===== src/hdl/ref_clock_output_pkg.sv =====
package ref_clock_output_pkg;

    // ------------------------------------------------------------
    // register map
    // ------------------------------------------------------------
    localparam logic [11:0] control_offset = 12'h000;
    localparam logic [11:0] status_offset  = 12'h004;

    // control field positions
    localparam int ctrl_override_bit  = 0;
    localparam int ctrl_overrange_bit = 1;
    localparam int ctrl_c_mode_lsb    = 2;
    localparam int ctrl_d_mode_lsb    = 4;

    // status field positions
    localparam int stat_strap_lsb     = 0;
    localparam int stat_power_bit     = 2;
    localparam int stat_c_func_lsb    = 4;
    localparam int stat_d_func_lsb    = 8;

    // reset values
    localparam logic [1:0] mode_reset = 2'h0;
    localparam logic       bit_reset  = 1'b0;
    localparam logic       power_down_reset = 1'b1;
    localparam logic [2:0] div_reset        = 3'h0;

    // clock mode codes shared by strap and mode fields
    localparam logic [1:0] mode_none = 2'h0;
    localparam logic [1:0] mode_ref1 = 2'h1;
    localparam logic [1:0] mode_ref2 = 2'h2;
    localparam logic [1:0] mode_ref4 = 2'h3;

    // free-running divider: bit 0 toggles every cycle
    localparam int          div_width  = 3;
    localparam logic [2:0]  div_wrap   = 3'h7;

    typedef enum logic [2:0] {
        fn_off       = 3'h0,
        fn_overrange = 3'h1,
        fn_ref1      = 3'h2,
        fn_ref2      = 3'h3,
        fn_ref4      = 3'h4
    } pin_function_t;

    typedef struct packed {
        logic       strap_override_enable;
        logic       overrange_out_enable;
        logic [1:0] out_c_clock_mode;
        logic [1:0] out_d_clock_mode;
    } control_t;

    typedef struct packed {
        logic level;
        logic enable;
    } pin_drive_t;

endpackage : ref_clock_output_pkg


===== src/hdl/ref_clock_output_select.sv =====
`timescale 1ns/10ps
module ref_clock_output_select #(
    parameter bit quad_variant = 1'b1
) (
    input  wire logic        pclk,
    input  wire logic        presetn,
    input  wire logic        psel,
    input  wire logic        penable,
    input  wire logic        pwrite,
    input  wire logic [11:0] paddr,
    input  wire logic [31:0] pwdata,
    output logic             pready,
    output logic [31:0]      prdata,
    output logic             pslverr,
    input  wire logic [1:0]  clock_strap_code,
    input  wire logic        power_down_pin,
    input  wire logic        overrange_c,
    input  wire logic        overrange_d,
    output logic             spare_out_c,
    output logic             spare_out_c_oe,
    output logic             spare_out_d,
    output logic             spare_out_d_oe
);

    ref_clock_output_pkg::control_t      ctrl;
    ref_clock_output_pkg::pin_function_t out_c_ref_clock_function;
    ref_clock_output_pkg::pin_function_t out_d_ref_clock_function;
    ref_clock_output_pkg::pin_function_t active_c;
    ref_clock_output_pkg::pin_function_t active_d;
    ref_clock_output_pkg::pin_function_t requested [2];
    ref_clock_output_pkg::pin_function_t active    [2];
    ref_clock_output_pkg::pin_drive_t    drive     [2];
    logic                                overrange [2];
    logic [1:0]                          strap;
    logic                                power_down;
    logic [2:0]                          div_count;
    logic [1:0]                          sel_c;
    logic [1:0]                          sel_d;
    logic                                setup_phase;
    logic                                write_take;
    logic [31:0]                         read_word;
    logic                                mapped;

    // ------------------------------------------------------------
    // apb slave, zero wait states
    // ------------------------------------------------------------
    assign setup_phase = psel && !penable;
    assign write_take  = psel && penable && pready && pwrite;
    assign mapped      = (paddr == ref_clock_output_pkg::control_offset) ||
                         (paddr == ref_clock_output_pkg::status_offset);

    // status reports the functions on the pins, after any switch delay
    always_comb begin
        read_word = 32'h00000000;
        if (paddr == ref_clock_output_pkg::control_offset) begin
            read_word[ref_clock_output_pkg::ctrl_override_bit]  = ctrl.strap_override_enable;
            read_word[ref_clock_output_pkg::ctrl_overrange_bit] = ctrl.overrange_out_enable;
            read_word[ref_clock_output_pkg::ctrl_c_mode_lsb +: 2] = ctrl.out_c_clock_mode;
            read_word[ref_clock_output_pkg::ctrl_d_mode_lsb +: 2] = ctrl.out_d_clock_mode;
        end else if (paddr == ref_clock_output_pkg::status_offset) begin
            read_word[ref_clock_output_pkg::stat_strap_lsb +: 2] = strap;
            read_word[ref_clock_output_pkg::stat_power_bit]      = power_down;
            read_word[ref_clock_output_pkg::stat_c_func_lsb +: 3] = active_c;
            read_word[ref_clock_output_pkg::stat_d_func_lsb +: 3] = active_d;
        end
    end

    always_ff @(posedge pclk or negedge presetn) begin
        if (!presetn) begin
            pready  <= 1'b0;
            prdata  <= 32'h00000000;
            pslverr <= 1'b0;
        end else begin
            // zero wait states: every access cycle completes at once
            pready <= setup_phase;
            if (setup_phase) begin
                prdata  <= pwrite ? 32'h00000000 : read_word;
                pslverr <= !mapped;
            end
        end
    end

    // ------------------------------------------------------------
    // control register
    // ------------------------------------------------------------
    // all four fields change together, on the accepted access edge
    always_ff @(posedge pclk or negedge presetn) begin
        if (!presetn) begin
            ctrl.strap_override_enable <= ref_clock_output_pkg::bit_reset;
            ctrl.overrange_out_enable  <= ref_clock_output_pkg::bit_reset;
            ctrl.out_c_clock_mode      <= ref_clock_output_pkg::mode_reset;
            ctrl.out_d_clock_mode      <= ref_clock_output_pkg::mode_reset;
        end else if (write_take && paddr == ref_clock_output_pkg::control_offset) begin
            ctrl.strap_override_enable <= pwdata[ref_clock_output_pkg::ctrl_override_bit];
            ctrl.overrange_out_enable  <= pwdata[ref_clock_output_pkg::ctrl_overrange_bit];
            ctrl.out_c_clock_mode <= pwdata[ref_clock_output_pkg::ctrl_c_mode_lsb +: 2];
            ctrl.out_d_clock_mode <= pwdata[ref_clock_output_pkg::ctrl_d_mode_lsb +: 2];
        end
    end

    // ------------------------------------------------------------
    // strap and power-down capture
    // ------------------------------------------------------------
    // sampled every cycle, so straps act straight after reset release
    always_ff @(posedge pclk or negedge presetn) begin
        if (!presetn) begin
            strap      <= ref_clock_output_pkg::mode_reset;
            // pins stay off until the real pin level has been seen
            power_down <= ref_clock_output_pkg::power_down_reset;
        end else begin
            strap      <= clock_strap_code;
            power_down <= power_down_pin;
        end
    end

    // ------------------------------------------------------------
    // free-running divider
    // ------------------------------------------------------------
    // never cleared after reset, so switch points stay on a fixed grid
    always_ff @(posedge pclk or negedge presetn) begin
        if (!presetn) begin
            div_count <= ref_clock_output_pkg::div_reset;
        end else begin
            div_count <= div_count + 3'h1;
        end
    end

    // ------------------------------------------------------------
    // function selection
    // ------------------------------------------------------------
    // override swaps the whole source for both pins at once
    always_comb begin
        if (ctrl.strap_override_enable) begin
            sel_c = ctrl.out_c_clock_mode;
            sel_d = ctrl.out_d_clock_mode;
        end else begin
            sel_c = strap;
            sel_d = (strap != ref_clock_output_pkg::mode_none) ?
                    ref_clock_output_pkg::mode_ref1 : ref_clock_output_pkg::mode_none;
        end
    end

    function automatic ref_clock_output_pkg::pin_function_t pick(
        input logic [1:0] mode,
        input logic       clock_allowed,
        input logic       overrange_on
    );
        ref_clock_output_pkg::pin_function_t fn;
        fn = ref_clock_output_pkg::fn_off;
        if (mode != ref_clock_output_pkg::mode_none) begin
            if (clock_allowed) begin
                unique case (mode)
                    ref_clock_output_pkg::mode_ref1: fn = ref_clock_output_pkg::fn_ref1;
                    ref_clock_output_pkg::mode_ref2: fn = ref_clock_output_pkg::fn_ref2;
                    ref_clock_output_pkg::mode_ref4: fn = ref_clock_output_pkg::fn_ref4;
                    default:                         fn = ref_clock_output_pkg::fn_off;
                endcase
            end
        // over-range only reaches a pin with no clock mode on it
        end else if (overrange_on && quad_variant) begin
            fn = ref_clock_output_pkg::fn_overrange;
        end
        return fn;
    endfunction : pick

    // clock mode wins over over-range; power-down forces both off
    always_comb begin
        if (power_down) begin
            out_c_ref_clock_function = ref_clock_output_pkg::fn_off;
            out_d_ref_clock_function = ref_clock_output_pkg::fn_off;
        end else begin
            out_c_ref_clock_function = pick(sel_c, 1'b1, ctrl.overrange_out_enable);
            // d with a mode set but c idle stays off rather than over-range
            out_d_ref_clock_function = pick(sel_d, sel_c != ref_clock_output_pkg::mode_none,
                                            ctrl.overrange_out_enable);
        end
    end

    // ------------------------------------------------------------
    // pin drivers: index 0 is output c, index 1 output d
    // ------------------------------------------------------------
    // both pins share one divider, so c and d clocks stay phase aligned
    assign requested[0] = out_c_ref_clock_function;
    assign requested[1] = out_d_ref_clock_function;
    assign overrange[0] = overrange_c;
    assign overrange[1] = overrange_d;

    // an unused pin still has a driver; its enable keeps it quiet
    for (genvar ch = 0; ch < 2; ch++) begin : g_pin
        spare_pin_driver i_pin (
            .clk        (pclk),
            .rst_n      (presetn),
            .requested  (requested[ch]),
            .div_count  (div_count),
            .overrange  (overrange[ch]),
            .pin_level  (drive[ch].level),
            .pin_enable (drive[ch].enable),
            .active     (active[ch])
        );
    end

    assign active_c       = active[0];
    assign active_d       = active[1];
    assign spare_out_c    = drive[0].level;
    assign spare_out_c_oe = drive[0].enable;
    assign spare_out_d    = drive[1].level;
    assign spare_out_d_oe = drive[1].enable;

endmodule : ref_clock_output_select


===== src/hdl/spare_pin_driver.sv =====
`timescale 1ns/10ps
module spare_pin_driver (
    input  wire logic                                clk,
    input  wire logic                                rst_n,
    input  wire ref_clock_output_pkg::pin_function_t requested,
    input  wire logic [2:0]                          div_count,
    input  wire logic                                overrange,
    output logic                                     pin_level,
    output logic                                     pin_enable,
    output ref_clock_output_pkg::pin_function_t      active
);

    // ------------------------------------------------------------
    // glitch-free switch point
    // ------------------------------------------------------------
    // the ref2 and ref4 taps fall low as the count wraps to zero, where ref1 starts a high phase,
    // so a change of source there cannot cut a high phase short; costs up to 8 cycles
    always_ff @(posedge clk or negedge rst_n) begin
        if (!rst_n) begin
            active <= ref_clock_output_pkg::fn_off;
        end else if (requested == ref_clock_output_pkg::fn_off) begin
            active <= ref_clock_output_pkg::fn_off;
        end else if (div_count == ref_clock_output_pkg::div_wrap) begin
            active <= requested;
        end
    end

    // ------------------------------------------------------------
    // registered pin
    // ------------------------------------------------------------
    always_ff @(posedge clk or negedge rst_n) begin
        if (!rst_n) begin
            pin_level  <= 1'b0;
            pin_enable <= 1'b0;
        end else begin
            pin_enable <= (active != ref_clock_output_pkg::fn_off);
            unique case (active)
                ref_clock_output_pkg::fn_off:       pin_level <= 1'b0;
                ref_clock_output_pkg::fn_overrange: pin_level <= overrange;
                ref_clock_output_pkg::fn_ref1:      pin_level <= ~div_count[0];
                ref_clock_output_pkg::fn_ref2:      pin_level <= div_count[1];
                ref_clock_output_pkg::fn_ref4:      pin_level <= div_count[2];
                default:                            pin_level <= 1'b0;
            endcase
        end
    end

endmodule : spare_pin_driver


===== config.mk =====
export PLATFORM = sky130hd
export DESIGN_NAME = ref_clock_output_select
export DESIGN_NICKNAME = d
export VERILOG_FILES = /design/src/hdl/ref_clock_output_pkg.sv /design/src/hdl/ref_clock_output_select.sv /design/src/hdl/spare_pin_driver.sv
export SDC_FILE = /design/constraint.sdc
export NUM_CORES = 1
export LEC_CHECK = 0
export BUFFER_PORTS_ARGS = -buffer_cell sky130_fd_sc_hd__buf_4
export CAP_MARGIN = 10
export CORE_ASPECT_RATIO = 0.6
export CORE_MARGIN = 3
export CORE_UTILIZATION = 41
export CTS_CLUSTER_SIZE = 8
export DETAILED_ROUTE_END_ITERATION = 10
export PLACE_DENSITY = 0.76
export SYNTH_ARGS = -nofsm -noshare
export SYNTH_HDL_FRONTEND = slang
export SYNTH_SLANG_ARGS = --single-unit

===== constraint.sdc =====
create_clock -name pclk -period 2.1 [get_ports pclk]
set_clock_uncertainty 0.05 [all_clocks]
set_input_delay 0 -clock pclk [delete_from_list [all_inputs] [get_ports pclk]]
set_output_delay 0 -clock pclk [all_outputs]
set_load 0.01 [all_outputs]

* Word-level counts from Yosys, hierarchy flattened
Cells that the tools add are included.
** Operators by class
- Equal/unequal tests :: 16
- Bitwise logic cells :: 1
- Add/subtract/negate cells :: 1
- Muxes and demuxes :: 26
- Reduce and logical (&&, ||, !) cells :: 18
** Operator list (number)
- $mux 3 :: 14
- $pmux 3 s3 :: 2
- $eq 12x3->1 const B :: 1
- $eq 3x2->1 const B :: 4
- $logic_not 12->1 :: 1
- $mux 11 :: 1
- $reduce_bool 2->1 :: 5
- $eq 3x3->1 const B :: 3
- $eq 2x2->1 const B :: 4
- $pmux 1 s4 :: 2
- $eq 3x1->1 const B :: 2
- $logic_not 3->1 :: 2
- $mux 2 :: 3
- $reduce_bool 3->1 :: 2
- $logic_and 1x1->1 :: 5
- $eq 2x1->1 const B :: 2
- $mux 1 :: 4
- $add 3x1->3 const B :: 1
- $logic_not 1->1 :: 2
- $logic_or 1x1->1 :: 1
- $not 1->1 :: 1
** Storage, ports and cells
- Output and inout bits :: 38
- Input port bits :: 54
- Word-level logic and storage cells :: 78
- Bits in registers :: 56

* Longest topological paths before layout
- Word-level depth :: 10
- Depth in mapped cells :: 8
- Depth with buffers taken out :: 7

* Hierarchy
A second synthesis with hierarchy kept.
** Unflattened totals
- Cells, all modules :: 171
- Area total of the unflattened synthesis :: 1823.0 um^2
** Modules (own cells, without submodules)
- ref_clock_output_select :: instances 1, area an instance 1332.5 um^2, cells an instance 129, seq. area each 601.8 um^2
- spare_pin_driver :: instances 2, area an instance 245.2 um^2, cells an instance 21, seq. area each 125.1 um^2

* Worst setup path before layout
OpenSTA, ideal clock, no wires.
- Path kind :: register to register
- Start point :: register ctrl[5] in the netlist's numbering
- End point :: register g_pin[1].i_pin.active[1]
- Buffers on the path :: 1
- Setup slack :: 0.137 ns
- Library setup time :: 0.068 ns
- Arrival time :: 1.846 ns
- Clock period less this slack :: 1.963 ns
- Required time :: 1.982 ns
- Cell stages (with the launch flop) :: 8
- Cells stage by stage :: dfrtp_1 -> clkbuf_1 -> o21ai_0 -> inv_1 -> ha_1 -> or3b_2 -> a21oi_1 -> a32o_1
** Between the ends
- Word-level cells in the longest chain between the ends :: 8
- Elaborated cells between the ends (all ways) :: 15
- Those cells by class :: 3 x eq/ne; 8 x mux; 4 x reduce/logical
** RTL lines
- start, declared :: line ref_clock_output_select.sv:25 : ref_clock_output_pkg::control_t ctrl;
- $mux 2 :: line ref_clock_output_select.sv:133 : if (ctrl.strap_override_enable) begin
- $eq 2x2->1 or $eq 2x1->1 (tied branches) :: line ref_clock_output_select.sv:152 : unique case (mode)
- $pmux 3 s3 :: line ref_clock_output_select.sv:152
- $mux 3 :: line ref_clock_output_select.sv:151 : if (clock_allowed) begin
- $mux 3 * :: line ref_clock_output_select.sv:150 : if (mode != ref_clock_output_pkg::mode_none) begin
- $mux 3 * :: line ref_clock_output_select.sv:168 : if (power_down) begin
- $logic_not 3->1 or $mux 3 (tied branches) :: line spare_pin_driver.sv:21, spare_pin_driver.sv:23
- $mux 3 or $reduce_bool 2->1 (tied branches)
- end signal, assigned :: line spare_pin_driver.sv:20 : active <= ref_clock_output_pkg::fn_off;
- end signal, assigned :: line spare_pin_driver.sv:22 : active <= ref_clock_output_pkg::fn_off;
- end signal, assigned :: line spare_pin_driver.sv:24 : active <= requested;
- end, declared :: line spare_pin_driver.sv:10 : output ref_clock_output_pkg::pin_function_t active
Mark *: on every way between the ends. The rest lies on a longest branch, timed or not. The select of a mux whose other input is x is not followed.
A chain may end at the register's enable or synchronous reset.

* Worst setup path in the final report
- Start point :: register ctrl[5] in the netlist's numbering
- End point :: register g_pin[1].i_pin.active[2]
Same word-level chain as after synthesis.

==> results_dict.tcl <==
set metrics [dict create \
    outcome "finished, final reports clean" \
    clk_pin_slew_ns 0.06 \
    regArea_sq_um 852 \
    routed_wl_mm 3.65 \
    cts_root_buf "clkbuf_8" \
    multiInputGateArea_sq_um 812 \
    wl_per_cell_um 12.7 \
    worstPathArrival_ns 2.12 \
    drive_gt1_share_pct 27.9 \
    cp_slowest_stage_delay_ns 0.46 \
    track_usage_pct 14.9 \
    dr.pass1.iters 4 \
    cp_top_family "compound AO/OA/AOI/OAI gates" \
    worstSetupPathType "register to register" \
    gp_congestion 0.785 \
    area_growth_syn_to_layout_pct 28.8 \
    drt-initial-drc-count 49 \
    synth_commonest_cells "dfrtp_1, buf_4, nand2_1" \
    cp-startpoint "ctrl[5]$_DFFE_PN0P_" \
    grt_max_degree 35 \
    ys_async_sr_fraction_pct 100 \
    reg2reg_depth 6 \
    clk_latency_ns 0.28 \
    cts_setup_buffers 0 \
    synth.largest_area_cell "dfrtp_1" \
    drv_slew 0 \
    crit_path_start_kind "register" \
    first_global_vias 1317 \
    ios 92 \
    core_area_sq_um 3940 \
    period_share_pct 93.0 \
    hold_viol_final 0 \
    via_count 1338 \
    post-synth-top-count-cell "dfrtp_1" \
    cp.depth 6 \
    nNetsFinal 291 \
    start_util_pct 45.8 \
    ys_warn_count 0 \
    holdCritPathClass "input port to register" \
    vias_per_cell 4.68 \
    cts_sinks 34 \
    dp_hpwl_mm 2.85 \
    maxCapViolations 0 \
    antenna_found_initial 0 \
    crit_required_ns 2.27 \
    crit_path_end_kind "register" \
    cts_tree "built" \
    p_leak_nw 1.18 \
    grt-ovfl-total 0 \
    portBuffers 43 \
    endpoint "g_pin[1].i_pin.active[2]$_DFFE_PN0P_" \
    placed_cell_area_sq_um 2100 \
    remaining_drc_errors 0 \
    avgSynthCellArea_sq_um 10.7 \
    clock_path_buffers 2 \
    fmax_mhz 512 \
    fillers 348 \
    synth_seq_cells 34 \
    rsz0062_at_grt "false" \
    syn_area_sq_um 1800 \
    dieWidth_um 91.6 \
    synthTopCellsByArea "dfrtp_1, buf_4, mux2i_1" \
    ant_nets 0 \
    die_height_um 57.4 \
    r2r_start "ctrl[5]$_DFFE_PN0P_" \
    grt_pass1_wl_mm 6.21 \
    fin_crit_ns 1.95 \
    die-area_sq_um 5260 \
    yosys.area.top_type_share_pct 45.8 \
    num_antenna_cells 0 \
    syn_inst 169 \
    placementRows 17 \
    htreeDepth 2 \
    synth_edf_count 0 \
    yosys.cell_types.count 34 \
    cts_made_buffers 5 \
    ir_drop_v 0.000274 \
    r2r_slack_ns 0.15 \
    ys_seq_area_share_pct 47.3 \
    r2r_end "g_pin[1].i_pin.active[2]$_DFFE_PN0P_" \
    setup_viol 0 \
    crit_buf_inv 1 \
    powerDensity_nw_per_um2 547 \
    synth-main-ff-cell "dfrtp_1" \
    crit_chain "o21ai_1, inv_1, ha_1, or3b_2, a21oi_2, a32o_1" \
    hold_ws_ns 0.0289 \
    cp_slowest_cell "or3b_2" \
    worstPathMaxFanout 6 \
    utilization_pct 59.0 \
    design_area_sq_um 2320 \
]
-- placed cells by master (no fill, tap or decap), drive strengths merged, types with 3 or more instances in the layout --
cell type | synthesis | layout
a21oi | 3 | 3
buf | 23 | 45
clkbuf | 4 | 5
conb | 1 | 22
dfrtp | 33 | 33
dlygate4sd3 | 0 | 14
ha | 8 | 8
inv | 8 | 8
mux2 | 7 | 7
mux2i | 11 | 11
nand2 | 20 | 20
nor2 | 8 | 8
nor4 | 4 | 4
o21ai | 13 | 13
-- sequential cells by signal, indices dropped and copies added, names as in the netlist --
register and flops:
power_down 1, pready 1, prdata 10, g_pin.i_pin.active 6, ctrl 6, strap 2
g_pin.i_pin.pin_level 2, g_pin.i_pin.pin_enable 2, pslverr 1, div_count 3
-- repair_timing --
item | 4_1_cts | 5_1_grt
pin swaps | 0 | 0
hold endpoints to repair | 46 | 0
endpoints found under the setup margin | 3 | 3
resized for setup | 1 | 1
hold buffers | 14 | 0
-- worst register-to-register path: stages (launching register included) --
cell,delay [ns]
dfrtp_1,0.45
o21ai_1,0.22
inv_1,0.09
ha_1,0.23
or3b_2,0.46
a21oi_2,0.21
a32o_1,0.20
-- area by class of cell --
cell class                 instances  area share, %
sequential                        34           36.7
multi-input combinational        121           35.0
timing repair buffer              59           20.6
tap                               57           3.07
clock buffer                       5           2.96
inverter                           8           1.29
clock inverter                     2          0.431
-- cells by family after synthesis --
family / synth area share (%)
AOI/OAI and AO/OA: 8.47
adders and majority gates: 5.55
buffers and inverters: 12.3
DFF: 47.3
muxes: 11.7
other: 0.208
and+or+nand+nor: 14.5
-- worst min-delay path by stage --
| stage | from | endpoint | depth (start not counted) |
|---|---|---|---|
| after global routing | overrange_c | g_pin[0].i_pin.pin_level$_DFF_PN0_ | 3 |
| after CTS | overrange_c | g_pin[0].i_pin.pin_level$_DFF_PN0_ | 3 |
| final | overrange_c | g_pin[0].i_pin.pin_level$_DFF_PN0_ | 3 |
| after floorplan | presetn | ctrl[0]$_DFFE_PN0P_ | 0 |
| after global placement | presetn | prdata[8]$_DFFE_PN0P_ | 1 |
| after detailed placement | presetn | g_pin[1].i_pin.pin_enable$_DFF_PN0_ | 1 |
-- per-stage QoR --
stage | TNS [ns] | setup slack (ns) | std cells | power, mW
2_1_floorplan | 0 | 0.137 | 190 | 0.774
3_3_place_gp | 0 | 0.0225 | 265 | 0.821
3_5_place_dp | -0.0305 | -0.0261 | 265 | 0.822
4_1_cts | 0 | 0.0451 | 286 | 1.29
5_1_grt | 0 | 0.0167 | 286 | 1.33
6_report | 0 | 0.147 | 286 | 1.27
-- power by group --
part / total [mW] / internal (mW) / switching [mW]
registers: 0.677 / 0.668 / 0.00888
clock network: 0.439 / 0.222 / 0.217
logic: 0.154 / 0.0764 / 0.0778
-- per-layer routing --
metal	share of wire [%]	track usage, %	wire length (um)
met1	49	20.9	1780
met2	43	21.8	1560
met3	7.1	4.61	260
met4	1.2	5.15	45
met5	0	0	0
(Power assumes the default switching activity.)
